**src/rtl/tpa_pkg.sv**
```systemverilog
// tpa_pkg: register map, field layout, reset values and timing for the throttle
// profile and monitor converter control block; assumes a 200 MHz core clock.
package tpa_pkg;
  localparam int unsigned TPA_CLK_MHZ = 200;
  localparam int TPA_CNT_W = 28;

  // byte addresses
  localparam logic [7:0] TPA_ADDR_PROF_LO = 8'h38;
  localparam logic [7:0] TPA_ADDR_PROF_HI = 8'h39;
  localparam logic [7:0] TPA_ADDR_ADC_LO = 8'h3a;
  localparam logic [7:0] TPA_ADDR_ADC_HI = 8'h3b;

  localparam logic [15:0] TPA_PROF_RST = 16'h8120;
  localparam logic [15:0] TPA_ADC_RST = 16'h2000;

  // throttle_profile_config fields
  localparam int TPA_THR_LSB = 10;
  localparam int TPA_THR_W = 6;
  localparam int TPA_DEG_LSB = 8;
  localparam int TPA_PROF_EN_W = 7;
  localparam int TPA_EN_COMP = 6;
  localparam int TPA_EN_CRIT = 5;
  localparam int TPA_EN_NOM = 4;
  localparam int TPA_EN_DISCH = 3;
  localparam int TPA_EN_SYSV = 2;
  localparam int TPA_EN_BATP = 1;
  localparam int TPA_EN_ADAPTER_GOOD = 0;
  localparam logic [15:0] TPA_THR_STEP_MA = 16'h0200;
  localparam logic [15:0] TPA_THR_OFS_MA = 16'h0080;

  // monitor_converter_option fields
  localparam int TPA_ADC_REPEAT = 15;
  localparam int TPA_ADC_START = 14;
  localparam int TPA_ADC_RANGE = 13;
  localparam int TPA_NUM_CHAN = 8;

  // times in microseconds
  localparam int unsigned TPA_DEG_1P6MS_US = 1600;
  localparam int unsigned TPA_DEG_100US_US = 100;
  localparam int unsigned TPA_DEG_6MS_US = 6000;
  localparam int unsigned TPA_DEG_12MS_US = 12000;
  localparam int unsigned TPA_PW_100US_US = 100;
  localparam int unsigned TPA_PW_1MS_US = 1000;
  localparam int unsigned TPA_PW_10MS_US = 10000;
  localparam int unsigned TPA_PW_5MS_US = 5000;
  localparam int unsigned TPA_CONV_SET_US = 10000;
  localparam int unsigned TPA_REPEAT_US = 1000000;

  function automatic int unsigned tpa_us_to_cyc(input int unsigned us);
    return us * TPA_CLK_MHZ;
  endfunction

  typedef enum logic [2:0] {
    TPA_TH_IDLE = 3'b001,
    TPA_TH_HOLD = 3'b010,
    TPA_TH_EXT = 3'b100
  } tpa_th_state_t;

  typedef enum logic [2:0] {
    TPA_AD_IDLE = 3'b001,
    TPA_AD_CONV = 3'b010,
    TPA_AD_WAIT = 3'b100
  } tpa_ad_state_t;
endpackage

```
**src/rtl/tpa_deglitch.sv**
```systemverilog
// tpa_deglitch: passes a level once it has stood high for a run-time count.
// assumes raw is already synchronous to core_clk.
`timescale 1ns/100ps
module tpa_deglitch #(
  parameter int CNT_W = 28
) (
  // clock and reset
  input wire logic core_clk,
  input wire logic rst,
  // level in, count, level out
  input wire logic raw,
  input wire logic [CNT_W-1:0] limit,
  output logic clean
);
  logic [CNT_W-1:0] cnt_r;

  // any low sample restarts the qualification; release is immediate
  always_ff @(posedge core_clk or posedge rst) begin
    if (rst) begin
      cnt_r <= '0;
    end else if (!raw) begin
      cnt_r <= '0;
    end else if (cnt_r < limit) begin
      cnt_r <= cnt_r + 1'b1;
    end
  end

  always_ff @(posedge core_clk or posedge rst) begin
    if (rst) begin
      clean <= 1'b0;
    end else begin
      clean <= raw && (cnt_r >= limit);
    end
  end
endmodule

```
**src/rtl/tpa_top.sv**
```systemverilog
// tpa_top: throttle profile and monitor converter control registers and logic.
// assumes an i2c slave outside presents byte writes/reads on reg_* in the core
// clock domain, and analog comparators deliver raw levels on asynchronous pins.
`timescale 1ns/100ps
module tpa_top #(
  parameter int unsigned DEG_1P6MS_CYC = tpa_pkg::tpa_us_to_cyc(tpa_pkg::TPA_DEG_1P6MS_US),
  parameter int unsigned DEG_100US_CYC = tpa_pkg::tpa_us_to_cyc(tpa_pkg::TPA_DEG_100US_US),
  parameter int unsigned DEG_6MS_CYC = tpa_pkg::tpa_us_to_cyc(tpa_pkg::TPA_DEG_6MS_US),
  parameter int unsigned DEG_12MS_CYC = tpa_pkg::tpa_us_to_cyc(tpa_pkg::TPA_DEG_12MS_US),
  parameter int unsigned PW_100US_CYC = tpa_pkg::tpa_us_to_cyc(tpa_pkg::TPA_PW_100US_US),
  parameter int unsigned PW_1MS_CYC = tpa_pkg::tpa_us_to_cyc(tpa_pkg::TPA_PW_1MS_US),
  parameter int unsigned PW_10MS_CYC = tpa_pkg::tpa_us_to_cyc(tpa_pkg::TPA_PW_10MS_US),
  parameter int unsigned PW_5MS_CYC = tpa_pkg::tpa_us_to_cyc(tpa_pkg::TPA_PW_5MS_US),
  parameter int unsigned CONV_SET_CYC = tpa_pkg::tpa_us_to_cyc(tpa_pkg::TPA_CONV_SET_US),
  parameter int unsigned REPEAT_CYC = tpa_pkg::tpa_us_to_cyc(tpa_pkg::TPA_REPEAT_US)
) (
  // clock and reset
  input wire logic core_clk,
  input wire logic rst,
  // register port
  input wire logic reg_wr,
  input wire logic [7:0] reg_addr,
  input wire logic [7:0] reg_wdata,
  output logic [7:0] reg_rdata,
  // raw trip levels from the analog side (asynchronous)
  input wire logic comparator_trip,
  input wire logic critical_input_current_trip,
  input wire logic nominal_input_current_trip,
  input wire logic system_voltage_low,
  input wire logic battery_present,
  input wire logic adapter_good,
  // same-domain status
  input wire logic [15:0] discharge_current_ma,
  input wire logic charge_option_first_b15,
  input wire logic pulse_extension_enable,
  input wire logic [1:0] pulse_width_select,
  input wire logic pulse_clear_write_zero,
  input wire logic low_power_mode,
  input wire logic battery_only,
  // throttle
  output logic throttle_alert_n,
  // converter control
  output logic converter_range_select,
  output logic low_power_exit_req,
  output logic conv_active,
  output logic [2:0] conv_channel,
  output logic conv_channel_enabled,
  output logic conv_sample,
  output logic results_update
);
  import tpa_pkg::*;

  localparam logic [TPA_CNT_W-1:0] DWELL_CYC = TPA_CNT_W'(CONV_SET_CYC / TPA_NUM_CHAN);

  logic [15:0] prof_r;
  logic [15:0] adc_r;
  logic [5:0] sync1_r;
  logic [5:0] sync2_r;
  logic batp_d_r;
  logic adapter_good_d_r;
  logic disch_over;
  logic disch_clean;
  logic [TPA_CNT_W-1:0] deg_limit;
  logic [TPA_CNT_W-1:0] width_limit;
  logic trig_level;
  logic trig_event;
  logic trig_any;
  tpa_th_state_t th_r;
  tpa_th_state_t th_nxt;
  logic [TPA_CNT_W-1:0] th_cnt_r;
  tpa_ad_state_t ad_r;
  logic [TPA_CNT_W-1:0] dwell_r;
  logic [TPA_CNT_W-1:0] per_r;
  logic adc_run;
  logic chan_done;
  logic set_done;

  function automatic logic [15:0] thr_ma(input logic [TPA_THR_W-1:0] code);
    return 16'(code) * TPA_THR_STEP_MA + TPA_THR_OFS_MA;
  endfunction

  // register writes
  always_ff @(posedge core_clk or posedge rst) begin
    if (rst) begin
      prof_r <= TPA_PROF_RST;
    end else if (reg_wr && reg_addr == TPA_ADDR_PROF_LO) begin
      prof_r[7:0] <= reg_wdata;
    end else if (reg_wr && reg_addr == TPA_ADDR_PROF_HI) begin
      prof_r[15:8] <= reg_wdata;
    end
  end

  // a host write in the same cycle as the auto-clear wins, so a new start is kept
  always_ff @(posedge core_clk or posedge rst) begin
    if (rst) begin
      adc_r <= TPA_ADC_RST;
    end else if (reg_wr && reg_addr == TPA_ADDR_ADC_LO) begin
      adc_r[7:0] <= reg_wdata;
    end else if (reg_wr && reg_addr == TPA_ADDR_ADC_HI) begin
      adc_r[15:8] <= reg_wdata;
    end else if (set_done && !adc_r[TPA_ADC_REPEAT]) begin
      adc_r[TPA_ADC_START] <= 1'b0;
    end
  end

  always_ff @(posedge core_clk or posedge rst) begin
    if (rst) begin
      reg_rdata <= 8'h00;
    end else begin
      case (reg_addr)
        TPA_ADDR_PROF_LO: reg_rdata <= prof_r[7:0];
        TPA_ADDR_PROF_HI: reg_rdata <= prof_r[15:8];
        TPA_ADDR_ADC_LO: reg_rdata <= adc_r[7:0];
        TPA_ADDR_ADC_HI: reg_rdata <= adc_r[15:8];
        default: reg_rdata <= 8'h00;
      endcase
    end
  end

  // pin synchronisers
  always_ff @(posedge core_clk or posedge rst) begin
    if (rst) begin
      sync1_r <= '0;
      sync2_r <= '0;
    end else begin
      sync1_r <= {comparator_trip, critical_input_current_trip, nominal_input_current_trip,
                  system_voltage_low, battery_present, adapter_good};
      sync2_r <= sync1_r;
    end
  end

  // presence history starts "present" but the synchronisers reset to 0, so the first cycle after reset looks like a removal
  always_ff @(posedge core_clk or posedge rst) begin
    if (rst) begin
      batp_d_r <= 1'b1;
      adapter_good_d_r <= 1'b1;
    end else begin
      batp_d_r <= sync2_r[1];
      adapter_good_d_r <= sync2_r[0];
    end
  end

  assign disch_over = discharge_current_ma > thr_ma(prof_r[TPA_THR_LSB +: TPA_THR_W]);

  always_comb begin
    case (prof_r[TPA_DEG_LSB +: 2])
      2'h0: deg_limit = TPA_CNT_W'(DEG_1P6MS_CYC);
      2'h1: deg_limit = TPA_CNT_W'(DEG_100US_CYC);
      2'h2: deg_limit = TPA_CNT_W'(DEG_6MS_CYC);
      default: deg_limit = TPA_CNT_W'(DEG_12MS_CYC);
    endcase
  end

  tpa_deglitch #(.CNT_W(TPA_CNT_W)) u_disch_deg (
    .core_clk(core_clk),
    .rst(rst),
    .raw(disch_over),
    .limit(deg_limit),
    .clean(disch_clean)
  );

  always_comb begin
    case (pulse_width_select)
      2'h0: width_limit = TPA_CNT_W'(PW_100US_CYC);
      2'h1: width_limit = TPA_CNT_W'(PW_1MS_CYC);
      2'h2: width_limit = TPA_CNT_W'(PW_10MS_CYC);
      default: width_limit = TPA_CNT_W'(PW_5MS_CYC);
    endcase
  end

  // other comparators arrive already deglitched by their own analog front end
  assign trig_level = (prof_r[TPA_EN_COMP] && sync2_r[5]) ||
                      (prof_r[TPA_EN_CRIT] && sync2_r[4]) ||
                      (prof_r[TPA_EN_NOM] && sync2_r[3]) ||
                      (prof_r[TPA_EN_DISCH] && disch_clean) ||
                      (prof_r[TPA_EN_SYSV] && sync2_r[2]);
  assign trig_event = (prof_r[TPA_EN_BATP] && batp_d_r && !sync2_r[1]) ||
                      (prof_r[TPA_EN_ADAPTER_GOOD] && adapter_good_d_r && !sync2_r[0] &&
                       !charge_option_first_b15);
  // all enables clear leaves both terms zero, so throttling is off
  assign trig_any = (|prof_r[TPA_PROF_EN_W-1:0]) && (trig_level || trig_event);

  always_comb begin
    th_nxt = th_r;
    case (th_r)
      TPA_TH_IDLE: begin
        if (trig_any) begin
          th_nxt = pulse_extension_enable ? TPA_TH_EXT : TPA_TH_HOLD;
        end
      end
      TPA_TH_HOLD: begin
        if (!trig_any && th_cnt_r >= width_limit - 1'b1) begin
          th_nxt = TPA_TH_IDLE;
        end
      end
      TPA_TH_EXT: begin
        if (pulse_clear_write_zero) begin
          th_nxt = TPA_TH_IDLE;
        end
      end
      default: th_nxt = TPA_TH_IDLE;
    endcase
  end

  always_ff @(posedge core_clk or posedge rst) begin
    if (rst) begin
      th_r <= TPA_TH_IDLE;
      th_cnt_r <= '0;
    end else begin
      th_r <= th_nxt;
      // a trigger still present restarts the minimum width
      if (th_r != TPA_TH_HOLD || trig_any) begin
        th_cnt_r <= '0;
      end else if (th_cnt_r < width_limit) begin
        th_cnt_r <= th_cnt_r + 1'b1;
      end
    end
  end

  always_ff @(posedge core_clk or posedge rst) begin
    if (rst) begin
      throttle_alert_n <= 1'b1;
    end else begin
      throttle_alert_n <= (th_nxt == TPA_TH_IDLE);
    end
  end

  // converter sequencer
  assign adc_run = adc_r[TPA_ADC_START] && !low_power_mode;
  assign chan_done = (ad_r == TPA_AD_CONV) && (dwell_r >= DWELL_CYC - 1'b1);
  assign set_done = chan_done && (conv_channel == 3'(TPA_NUM_CHAN - 1));
  assign converter_range_select = adc_r[TPA_ADC_RANGE];
  assign low_power_exit_req = adc_r[TPA_ADC_START] && battery_only;
  assign conv_active = (ad_r == TPA_AD_CONV);
  assign conv_channel_enabled = conv_active && adc_r[conv_channel];

  always_ff @(posedge core_clk or posedge rst) begin
    if (rst) begin
      ad_r <= TPA_AD_IDLE;
      dwell_r <= '0;
      per_r <= '0;
      conv_channel <= 3'h0;
    end else if (!adc_run) begin
      ad_r <= TPA_AD_IDLE;
      dwell_r <= '0;
      per_r <= '0;
      conv_channel <= 3'h0;
    end else begin
      per_r <= per_r + 1'b1;
      case (ad_r)
        TPA_AD_IDLE: begin
          ad_r <= TPA_AD_CONV;
          per_r <= '0;
        end
        TPA_AD_CONV: begin
          dwell_r <= chan_done ? '0 : dwell_r + 1'b1;
          if (chan_done) begin
            conv_channel <= conv_channel + 1'b1;
          end
          if (set_done) begin
            ad_r <= adc_r[TPA_ADC_REPEAT] ? TPA_AD_WAIT : TPA_AD_IDLE;
          end
        end
        TPA_AD_WAIT: begin
          if (per_r >= TPA_CNT_W'(REPEAT_CYC) - 1'b1) begin
            ad_r <= TPA_AD_CONV;
            per_r <= '0;
          end
        end
        default: ad_r <= TPA_AD_IDLE;
      endcase
    end
  end

  always_ff @(posedge core_clk or posedge rst) begin
    if (rst) begin
      conv_sample <= 1'b0;
      results_update <= 1'b0;
    end else begin
      conv_sample <= adc_run && chan_done && adc_r[conv_channel];
      results_update <= adc_run && set_done;
    end
  end
endmodule

```
**config.mk**
```make
export PLATFORM = sky130hd
export DESIGN_NAME = tpa_top
export DESIGN_NICKNAME = d
export VERILOG_FILES = /design/src/rtl/tpa_pkg.sv /design/src/rtl/tpa_deglitch.sv /design/src/rtl/tpa_top.sv
export SDC_FILE = /design/constraint.sdc
export NUM_CORES = 1
export LEC_CHECK = 0
export ABC_AREA = 0
export BUFFER_PORTS_ARGS = -buffer_cell sky130_fd_sc_hd__buf_2
export CAP_MARGIN = 25
export CORE_MARGIN = 2
export CORE_UTILIZATION = 60
export CTS_BUF_LIST = sky130_fd_sc_hd__clkbuf_8 sky130_fd_sc_hd__clkbuf_16
export DETAILED_ROUTE_END_ITERATION = 16
export PLACE_DENSITY = 0.8
export SLEW_MARGIN = 20
export SYNTH_ARGS = -nofsm -noshare
export SYNTH_HDL_FRONTEND = slang
export SYNTH_SLANG_ARGS = --single-unit
```
**constraint.sdc**
```tcl
create_clock -name core_clk -period 6.6 [get_ports core_clk]
set_input_delay 0.66 -clock core_clk [delete_from_list [all_inputs] [get_ports core_clk]]
set_output_delay 0.66 -clock core_clk [all_outputs]
set_load 0.02 [all_outputs]
```
# After elaboration in Yosys (flattened, before gate mapping)
# Cells that the tools add are included.
classes:
  n_addsub: 7
  n_lt_le_gt_ge: 8
  n_eq_ne: 22
  n_mux: 30
  n_bitwise: 2
  n_reduce_logical: 49
ops:
  columns: ["cell", "n"]
  rows:
  - ["two-way mux 28 bit", 9]
  - ["adder 28 x 1 -> 28 bit (second input constant)", 4]
  - ["case mux 22 bit (3 select lines)", 1]
  - ["case mux 21 bit (3 select lines)", 1]
  - ["case mux 28 bit (2 select lines)", 1]
  - ["two-way mux 3 bit", 11]
  - ["== test 8 x 6 -> 1 bit (second input constant)", 4]
  - ["case mux 8 bit (4 select lines)", 1]
  - ["greater-or-equal comparator 28 x 18 -> 1 bit (second input constant)", 1]
  - ["greater-or-equal comparator 28 x 22 -> 1 bit", 1]
  - ["greater-or-equal comparator 28 bit", 1]
  - ["greater-or-equal comparator 28 bit (second input constant)", 1]
  - ["< comparator 28 x 22 -> 1 bit", 1]
  - ["< comparator 28 bit", 1]
  - ["subtractor 28 x 1 -> 28 bit (second input constant)", 1]
  - ["logical AND 1 bit", 26]
  - ["case mux 3 bit (3 select lines)", 2]
  - ["adder 15 x 8 -> 16 bit (second input constant)", 1]
  - ["greater-than comparator 16 bit", 1]
  - ["AND reduction 2 bit", 5]
  - ["== test 3 x 1 -> 1 bit (second input constant)", 3]
  - ["== test 3 bit (second input constant)", 3]
  - ["logical OR 1 bit", 7]
  - ["OR reduction 7 bit", 1]
  - ["15 further kinds", 30]
totals:
  ff_bits: 179
  inputBits: 48

# Logic depth before layout (Yosys ltp)
# Gate-level depths: netlist of run 1.
logic_depth:
  word_depth: 12
  depth_mapped: 11
  ltp_nobuf: 10

# By module
# Synthesis of run 1 repeated with hierarchy kept, for this count alone.
hier_totals:
  cells_unflattened: 1012
  area_unflattened_um2: 10080.9
modules_own_cells:
  columns: ["mod", "instances", "cells_each", "area_per_inst_um2", "seq_area_each_um2"]
  rows:
  - ["tpa_top", 1, 756, 7684.9, 3764.9]
  - ["tpa_deglitch", 1, 256, 2396.0, 725.7]

# Least setup slack after synthesis of run 1
# OpenSTA, ideal clock, no wires.
synth_timing:
  path_kind: "input port to flip-flop"
  startpoint: "in pulse_width_select[0]"
  endpoint: "reg th_cnt_r[15]"
  arrival_ns: 2.848
  setup_slack_ns: 3.686
  cell_stages: 11
  n_path_buf: 1
  path_cell_list: "inv_1 -> ha_1 -> nor2_1 -> ha_1 -> a21oi_1 -> o21ai_0 -> a221oi_1 -> buf_4 -> nand3_1 -> or4_1 -> nand2_1"
synth_between:
  elab_chain_cells: 4
  word_cells_on_any_way: 6
  classes_between: "order compare: 1; eq/ne: 2; mux: 1; reduce/logical: 2"
synth_rtl:
  columns: ["element", "line", "rtl"]
  rows:
  - ["start, declared", "tpa_top.sv:36", "input wire logic [1:0] pulse_width_select,"]
  - ["== test 2 bit (tied with other cells)", "tpa_top.sv:163", "case (pulse_width_select)"]
  - ["case mux 21 bit (3 select lines) *", "tpa_top.sv:163", null]
  - ["< comparator 28 bit *", "tpa_top.sv:214", "end else if (th_cnt_r < width_limit) begin"]
  - ["nonzero test 2 bit (no line) *", null, null]
  - ["end signal, assigned", "tpa_top.sv:215", "th_cnt_r <= th_cnt_r + 1'b1;"]
  - ["end, declared", "tpa_top.sv:70", "logic [TPA_CNT_W-1:0] th_cnt_r;"]
# Mark *: on every way between the ends. The rest lies on a longest branch, timed or not.
# A chain may end at the register's enable or synchronous reset.

# Worst setup path after layout of run 1
layout_timing:
  startpoint: "reg prof_r[8]"
  endpoint: "reg u_disch_deg.cnt_r[1]"
layout_between:
  elab_chain_cells: 4
  word_cells_on_any_way: 6
  classes_between: "order compare: 1; eq/ne: 3; mux: 1; reduce/logical: 1"
layout_rtl:
  columns: ["element", "line", "rtl"]
  rows:
  - ["start, declared", "tpa_top.sv:55", "logic [15:0] prof_r;"]
  - ["start signal, assigned", "tpa_top.sv:89", "prof_r[15:8] <= reg_wdata;"]
  - ["== test 2 bit (tied with other cells)", "tpa_top.sv:146", "case (prof_r[TPA_DEG_LSB +: 2])"]
  - ["case mux 22 bit (3 select lines) *", "tpa_top.sv:146", null]
  - ["< comparator 28 x 22 -> 1 bit *", "tpa_deglitch.sv:23", "end else if (cnt_r < limit) begin"]
  - ["!= test 2 bit (no line) *", null, null]
  - ["end signal, assigned", "tpa_deglitch.sv:24", "cnt_r <= cnt_r + 1'b1;"]
  - ["end, declared", "tpa_deglitch.sv:15", "logic [CNT_W-1:0] cnt_r;"]
# Marks and branches as above.

==> summary.txt, run 1 <==
Worst setup path
  – Critical path data required time: 6.90 ns
  – Arrival time worst endpoint: around 3.4 ns
  – Startpoint of the worst register-to-register path: prof_r[8]
  – Startpoint kind of the worst setup timing path: register
  – Critical Path Start: prof_r[8]
  – Depth of the worst register-to-register path: 9
  – Crit end category: register
  – Critical path fanouts, max: 15
  – Setup Crit Path Kind: register to register

Clocking
  – Number of clock sinks: 179
  – Number of clock buffers inserted by TritonCTS: 17
  – Clock latency reported for the late side of the worst-skew pair: 0.43 ns
  – Root buffer selected by CTS: clkbuf_16
  – Number of buffers on the longest clock path: 2
  – H-tree levels: 4
  – Setup Fix Bufs, Post-CTS: 0
  – Clock tree from TritonCTS: done
  – Clock-pin slew on the worst setup and hold paths: 0.07 ns
  – Count of hold-fix buffers inserted at cts: 0
  – Number of resized instances in the post-cts repair step: 0

Logic synthesis
  – Unique cell type count in the Yosys netlist: 72
  – Largest area contributor in the synthesized netlist: dfrtp_1
  – Mapped Avg Cell Area: about 11 sq um
  – Register bit total from synthesis: about 180
  – Async set-reset flop share out of synthesis: 1.00
  – Most common cell in the synthesized netlist: dfrtp_1
  – Number of synthesized flops with an enable pin: 0
  – Synthesized netlist cell count: 917
  – Post-synthesis instance area: 0.00963 sq mm
  – Fraction of post-synthesis cell area in the top cell type by area: 0.442
  – Total of warnings raised by yosys: 0
  – Top cell types by occurrence after synthesis: dfrtp_1 (170), nor2_1 (96), ha_1 (65)
  – Sequential area share after synthesis: 0.466
  – Largest cells by area after synthesis: dfrtp_1 (44%), ha_1 (8.4%), nor2_1 (3.7%), mux2_2 (3.6%), xor2_1 (3.2%)
  – Leading register cell type out of synthesis: dfrtp_1
  – Net Count, Synth: 1030

Route
  – Antenna viol nets, final: 0
  – DRC: 0
  – Average wire per standard cell: 17.3 um
  – Vias per Instance: just under 6
  – Iteration-0 DRC count of the detailed router: ~450
  – Final wirelength: 21000 um
  – Number of optimization iterations in the first detailed-route pass: 5
  – Total number of vias: 7215

Floorplan
  – Initial standard-cell utilization of the core: 0.611
  – Overall die height: 131 um
  – Site row count: 46
  – Die Span X: around 130 um
  – Full die area: 0.0171 sq mm
  – Placeable core region: 0.0158 sq mm
  – Count of pins on the block boundary: 66

Placement
  – Cell area after placement: 0.0102 sq mm
  – Gpl congestion: 0.863
  – Port Buffer Count: 65
  – Setup WS pre-CTS: around 3.2 ns
  – DP Wirelength: 14000 um
  – DP Cell Count: 1180

Layout
  – Finished Cell Area: 0.0108 sq mm
  – Post-route insts no fill: roughly 1200
  – Layout Utilization: 0.685
  – Fraction of layout instances using a drive strength above 1: 0.191
  – Area delta synth->final: 12.3%
  – # diodes: 0
  – Final net count: ~1100

STA
  – Final Max Tran Viols: 0
  – Clock Skew: 0.00684 ns
  – Max-slew headroom: 0.418
  – Final number of setup-violating endpoints: 0
  – Setup slack after layout: approximately 3.5 ns
  – RSZ-0062 raised after global routing: no
  – Number of hold-slack violations in the final timing report: 0
  – F_max: 319 MHz
  – Crit share post-route: 0.475
  – Accumulated negative setup slack: 0 ns
  – Measured slew at the worst slew-check pin: 0.865 ns
  – Post-route minimum period: ~3.1 ns

GRT
  – Maximum number of pins on one net before global-route repair: a little over 80
  – Initial antenna violation count: 0
  – Vias in the first global route: 7130
  – Gr ovfl total: 0
  – All-Layer GR Usage: 0.262
  – Global-route wire length before repair: 34700 um

Min path
  – Kind of path behind the tightest hold check: input pin to register
  – Worst min-delay path startpoint: system_voltage_low
  – Hold-critical path depth: 1

Pwr
  – Max VDD drop: 0.000210 V
  – Pwr dens: 233 mW/mm^2
  – LEAKAGE: 4.90 nW

Flow run
  – Number of max-cap violations: 0

Outcome
  – Outcome: finished, final reports clean
## per-stage QoR
| stage | hold WS, ns | power [W] |
|---|---|---|
| after floorplan | 0.331 | 0.00134 |
| after global placement | 0.334 | 0.00141 |
| after detailed placement | 0.336 | 0.00141 |
| after CTS | 0.321 | 0.00253 |
| after global routing | 0.323 | 0.00262 |
| final | 0.331 | 0.00252 |
## layer usage
| layer | routed length, um | global-route usage | vias up |
|---|---|---|---|
| met1 | 9380 | 0.357 | 3525 |
| met5 | 0 | 0 | - |
| li1 | - | - | 3437 |
| met2 | 10100 | 0.413 | 202 |
| met4 | 612 | 0.109 | 0 |
| met3 | 894 | 0.0537 | 51 |
## cells in the final DEF (no fill, tap or decap), types with 25 or more instances in the layout
cell type / instances
dfrtp_1: 170
nor2_1: 96
ha_1: 65
buf_2: 65
nand2_1: 56
nand3_1: 47
inv_1: 38
xor2_1: 35
a21oi_1: 34
mux2_2: 31
nand4_1: 27
and2_1: 26
xnor2_1: 25
## where the power goes
part | internal (W) | switching, W
Combinational | 0.0000869 | 0.000122
Clock | 0.000692 | 0.000433
Sequential | 0.00114 | 0.0000459
## cell type report
type                       count  area, sq um
timing repair buffer          71          370
sequential                   179         4490
multi-input combinational    675         4870
tap                          216          270
clock inverter                13          205
inverter                      39          151
clock buffer                  19          453
fill                        1200         4960
## final timing paths
kind / end / slack, ns
max: u_disch_deg.cnt_r[1] / 3.46
min: sync1_r[2] / 0.33
max reg2reg: u_disch_deg.cnt_r[1] / 3.46
min reg2reg: sync2_r[4] / 0.35
max in group asynchronous: sync2_r[3] / 5.02
min in group asynchronous: per_r[22] / 0.38
## critical path: stages, from the launching register on
cell      delay [ns]
dfstp_2         0.57
inv_1           0.06
ha_1            0.35
ha_1            0.30
nand3_1         0.10
nand4b_1        0.27
nor2_1          0.58
a21o_1          0.49
mux2i_1         0.23
nor2_1          0.05
## sequential cells by signal (all words and copies together), names as in the netlist, 8 cells and up
signal and flops:
prof_r 16, per_r 28, u_disch_deg.cnt_r 28, adc_r 16, th_cnt_r 28, reg_rdata 8, dwell_r 28
## logic make-up after synthesis
group,synth area share
buffers and inverters,0.0281
AND/OR/NAND/NOR,0.211
XOR/XNOR,0.0546
multiplexers,0.0670
adder cells (fa/ha/maj),0.0844
AO/OA/AOI/OAI,0.0883
other,0.000389
flip-flops,0.466
Power figures use the tool's default switching activity.
==> inputs of run 2 (changes only) <==
- clock period: 6.6 -> 3.1 ns (I/O delays scaled with it)
==> run 2 against run 1 <==
Final cell count up 1.6%. Sequential power up 110%. Clock power up 88%. Utilization up 0.66 points. Power up 100%. Combinational power up 120%. Critical path type unchanged. Largest cell class unchanged.
==> summary.txt, run 2 (same netlist as run 1, synthesis figures left out) <==
Worst setup path
  – Setup Crit Path Kind: register to register
  – Critical path fanouts, max: 15
  – Depth of the worst register-to-register path: 10
  – Startpoint kind of the worst setup timing path: register
  – Arrival time worst endpoint: 3.18 ns
  – Crit end category: register
  – Critical path data required time: 3.44 ns

Pwr
  – Seq pwr share: 0.497
  – Relative contribution of the clock network to total power: 0.412
  – Cell Int Power: 0.00387 W
  – LEAKAGE: about 5.0 nW
  – Sw Pwr: 0.00121 W
  – Switching power share of the total: 0.239
  – Total power draw: roughly 0.0051 W
  – Max VDD drop: 0.000447 V
  – Pwr dens: 466 mW/mm^2
  – Gate power share: 0.091

Placement
  – DP Wirelength: 14300 um
  – Port Buffer Count: 65
  – Gpl congestion: 0.853

Floorplan
  – Overall die height: 131 um
  – Count of pins on the block boundary: 66
  – Site row count: 46
  – Initial standard-cell utilization of the core: 0.611
  – Die Span X: between 100 and 150 um
  – Full die area: 0.0171 sq mm
  – Placeable core region: 0.0158 sq mm

Clocking
  – Root buffer selected by CTS: clkbuf_16
  – Number of clock sinks: about 180
  – Clock-pin slew on the worst setup and hold paths: about 0.06 ns
  – Clock latency reported for the late side of the worst-skew pair: 0.42 ns
  – H-tree levels: 4
  – Setup Fix Bufs, Post-CTS: 0
  – Clock tree from TritonCTS: done
  – Number of clock buffers inserted by TritonCTS: 17
  – Number of buffers on the longest clock path: 2

Min path
  – Hold-critical path depth: 4
  – Kind of path behind the tightest hold check: input pin to register

Route
  – Vias per Instance: 5.85
  – DRC: 0
  – Average wire per standard cell: 16.2 um
  – Number of optimization iterations in the first detailed-route pass: 5
  – Total number of vias: 7201
  – Antenna viol nets, final: 0
  – Iteration-0 DRC count of the detailed router: 410
  – Final wirelength: 19900 um

Flow run
  – Number of max-cap violations: 0

Layout
  – Commonest non-fill, non-tap cells in the layout: dfrtp_1 (170), nor2_1 (96), ha_1 (65), buf_2 (65), nand2_1 (56)
  – Fillers: roughly 1200
  – Fraction of layout instances using a drive strength above 1: 0.195
  – Area delta synth->final: 13.3%
  – Most frequent standard cell in the layout excluding fill and tap cells: dfrtp_1
  – Final net count: 1113

GRT
  – Vias in the first global route: 6898
  – Global-route wire length before repair: about 33000 um
  – Initial antenna violation count: 1
  – All-Layer GR Usage: 0.249
  – Maximum number of pins on one net before global-route repair: 65
  – Gr ovfl total: 0

Outcome
  – Outcome: finished, final reports clean

STA
  – Measured slew at the worst slew-check pin: 0.822 ns
  – F_max: 352 MHz
  – Max-slew headroom: 0.450
  – Crit share post-route: 0.917
  – Accumulated negative setup slack: 0 ns
  – Number of hold-slack violations in the final timing report: 0
  – Post-route minimum period: 2.84 ns
  – RSZ-0062 raised after global routing: no
  – Clock Skew: 0.00597 ns
  – Final number of setup-violating endpoints: 0
  – Final Max Tran Viols: 0
==> run 2: cell types whose count changed in the layout (fill, tap and decap cells not counted), sizes merged <==
cell and delta:
buf +10, dlygate4sd3 +7, bufinv -3, clkinv +2, clkinvlp -2, diode +2, inv +2, clkbuf +1
==> run 2: critical path, cell delays in order, from the launching register on <==
cell      delay [ns]
dfstp_2         0.57
inv_1           0.07
ha_1            0.23
inv_1           0.06
ha_1            0.23
a211o_1         0.29
a21oi_2         0.21
o211ai_1        0.11
a21o_2          0.31
or4_1           0.52
a21oi_1         0.15
==> run 2: final cells by class <==
type	instances	area, sq um	area share
Multi-Input combinational cell	675	4870	0.447
Sequential cell	179	4490	0.411
Timing Repair Buffer	88	541	0.0495
Clock buffer	20	467	0.0428
Tap cell	216	270	0.0248
Inverter	39	150	0.0138
Clock inverter	12	116	0.0107
Antenna cell	2	5.00	0.000459
==> run 2: final timing paths <==
| check | from | endpoint | slack (ns) |
|---|---|---|---|
| max | prof_r[8] | u_disch_deg.cnt_r[5] | 0.26 |
| min | pulse_clear_write_zero | th_r[2] | 0.15 |
| max reg2reg | prof_r[8] | u_disch_deg.cnt_r[5] | 0.26 |
| min reg2reg | sync1_r[1] | sync2_r[1] | 0.35 |
| max in group asynchronous | rst | u_disch_deg.cnt_r[12] | 1.66 |
| min in group asynchronous | rst | per_r[24] | 0.50 |
==> run 2: metrics by stage <==
step	instance area [sq um]	std cells	hold WS [ns]	setup WS [ns]	util
after floorplan	9630	917	0.331	0.406	-
after global placement	10300	1190	0.333	0.157	0.650
after detailed placement	10300	1190	0.335	0.0790	0.650
after CTS	10900	1229	0.145	0.169	0.691
after global routing	10900	1230	0.167	0.0614	0.692
final	10900	1231	0.154	0.258	0.692
==> run 2: power by group through the flow <==
stage / combinational (W) / sequential (W) / clock [W]
2_1_floorplan: 0.000323 / 0.00254 / 0
3_3_place_gp: 0.000438 / 0.00256 / 0
3_5_place_dp: 0.000454 / 0.00257 / 0
4_1_cts: 0.000468 / 0.00253 / 0.00213
5_1_grt: 0.000529 / 0.00254 / 0.00223
6_report: 0.000460 / 0.00253 / 0.00210
==> run 2: repair_timing <==
| action | in CTS | in global routing |
|---|---|---|
| hold buffers | 7 | 0 |
| endpoints found under the setup margin | 0 | 4 |
| resized for setup | 0 | 2 |
| endpoints found under the hold margin | 27 | 0 |
==> run 2: routing by layer <==
metal  share of wire  GRT usage  vias up
li1                -          -     3464
met1            0.46      0.349     3545
met2            0.48      0.392      167
met3           0.042     0.0423       25
met4           0.018     0.0951        0
met5               0          0        -
==> inputs of run 3 (changes only) <==
- CORE_UTILIZATION: 60 -> 45
- PLACE_DENSITY: 0.8 -> 0.63
==> run 3 against run 2 <==
Utilization fell by 17 points. Register-to-register slack got worse by 0.08 ns. Maximum frequency fell by 2.7%. Combinational power barely moved. Final cell count rose by 4.4%. First-iteration DRC count fell by 2.4%. Worst setup slack got worse by 0.079 ns. Critical path type unchanged. Critical endpoint is now u_disch_deg.cnt_r[7].
==> summary.txt, run 3 (same netlist as run 1, synthesis figures left out) <==
STA
  – Clock Skew: ~0.021 ns
  – Final Max Tran Viols: 0
  – Measured slew at the worst slew-check pin: roughly 0.83 ns
  – Number of hold-slack violations in the final timing report: 0
  – Final number of setup-violating endpoints: 0
  – Post-route minimum period: approximately 3 ns
  – Post-route worst hold slack: approximately 0.16 ns
  – RSZ-0062 raised after global routing: no
  – Setup slack after layout: between 0.15 and 0.2 ns
  – Accumulated negative setup slack: 0 ns
  – Crit share post-route: 0.942
  – Max-slew headroom: 0.438
  – F_max: 342 MHz

GRT
  – Gr ovfl total: 0
  – Initial antenna violation count: 0
  – Vias in the first global route: between 6000 and 7000
  – Global-route wire length before repair: ~33000 um
  – All-Layer GR Usage: 0.183
  – Maximum number of pins on one net before global-route repair: 67

Route
  – Iteration-0 DRC count of the detailed router: 400
  – Number of optimization iterations in the first detailed-route pass: 5
  – Final wirelength: 19300 um
  – Antenna viol nets, final: 0
  – Vias per Instance: 5.34
  – DRC: 0
  – Average wire per standard cell: 15.0 um
  – Total number of vias: 6858

Clocking
  – H-tree levels: 4
  – Clock latency reported for the late side of the worst-skew pair: 0.43 ns
  – Number of clock sinks: 179
  – Number of buffers on the longest clock path: 2
  – Setup Fix Bufs, Post-CTS: 0
  – Root buffer selected by CTS: clkbuf_16
  – Number of clock buffers inserted by TritonCTS: 17
  – Clock-pin slew on the worst setup and hold paths: 0.07 ns
  – Clock tree from TritonCTS: done

Min path
  – Kind of path behind the tightest hold check: input pin to register
  – Worst min-delay path startpoint: reg_wdata[7]

Floorplan
  – Full die area: 0.0226 sq mm
  – Placeable core region: 0.0210 sq mm
  – Initial standard-cell utilization of the core: 0.458
  – Die Span X: 150 um
  – Site row count: between 50 and 60
  – Count of pins on the block boundary: 66
  – Overall die height: 150 um

Worst setup path
  – Critical path data required time: 3.45 ns
  – Setup Crit Path Kind: register to register
  – Arrival time worst endpoint: 3.27 ns
  – Startpoint kind of the worst setup timing path: register
  – Critical Path Start: prof_r[8]
  – Startpoint of the worst register-to-register path: prof_r[8]
  – Crit end category: register
  – Critical path fanouts, max: 15

Layout
  – Layout Utilization: 0.521
  – Final net count: 1110
  – Commonest non-fill, non-tap cells in the layout: dfrtp_1 (170), nor2_1 (96), ha_1 (65), buf_2 (65), nand2_1 (56)
  – # diodes: 0
  – Area delta synth->final: 13.8%
  – Most frequent standard cell in the layout excluding fill and tap cells: dfrtp_1
  – Fraction of layout instances using a drive strength above 1: 0.194

Flow run
  – Number of max-cap violations: 0

Pwr
  – Max VDD drop: 0.000362 V
  – LEAKAGE: 4.94 nW
  – Pwr dens: 469 mW/mm^2

Outcome
  – Outcome: finished, final reports clean

Placement
  – Gpl congestion: around 0.84
  – Setup WS pre-CTS: 0.00717 ns
  – DP Wirelength: 13800 um
  – Port Buffer Count: 65
-- run 3: worst max-delay path, cell delays in order (launching register included) --
cell and delay (ns):
dfstp_2 0.57, inv_1 0.07, ha_1 0.23, inv_1 0.07
ha_1 0.23, a211o_1 0.26, a21oi_1 0.24, o211ai_1 0.12
a21o_1 0.35, or4_1 0.56, a21oi_1 0.16
-- run 3: per-stage QoR --
step | instance area [sq um] | instances | power (W)
3_3_place_gp | 10300 | 1246 | 0.00301
3_5_place_dp | 10300 | 1246 | 0.00303
4_1_cts | 11000 | 1285 | 0.00520
6_report | 11000 | 1285 | 0.00514
2_1_floorplan | 9630 | 917 | 0.00286
5_1_grt | 11000 | 1285 | 0.00539
-- run 3: where the power goes --
part	total [W]	switching, W	leakage [nW]	internal, W
sequential	0.00252	0.0000933	2.42	0.00243
combinational	0.000458	0.000261	2.24	0.000197
clock	0.00216	0.00101	0.291	0.00115
-- run 3: final timing paths --
| check | end | cells past startpoint | slack, ns |
|---|---|---|---|
| setup / recovery | u_disch_deg.cnt_r[7] | 10 | 0.18 |
| hold / removal | prof_r[15] | 2 | 0.16 |
| setup reg to reg | u_disch_deg.cnt_r[7] | 10 | 0.18 |
| hold reg to reg | sync2_r[2] | 0 | 0.35 |
| max in group asynchronous | th_cnt_r[4] | 4 | 1.66 |
| min in group asynchronous | dwell_r[1] | 3 | 0.44 |
-- run 3: final cells by class --
type	instances	area, sq um
fill	1907	10100
clock inverter	15	174
multi-input combinational	675	4870
tap	275	344
clock buffer	17	425
sequential	179	4490
timing repair buffer	85	505
inverter	39	150
-- run 3: repair_timing --
| item | in CTS | in global routing |
|---|---|---|
| hold endpoints to repair | 23 | 0 |
| resized for setup | 0 | 0 |
| hold buffers | 7 | 0 |
-- run 3: routing by layer --
| metal | vias to the layer above | track usage | wire [um] |
|---|---|---|---|
| met5 | - | 0 | 0 |
| met2 | 114 | 0.290 | 8820 |
| met3 | 14 | 0.0327 | 601 |
| met4 | 0 | 0.0462 | 160 |
| met1 | 3296 | 0.262 | 9740 |
| li1 | 3434 | - | - |
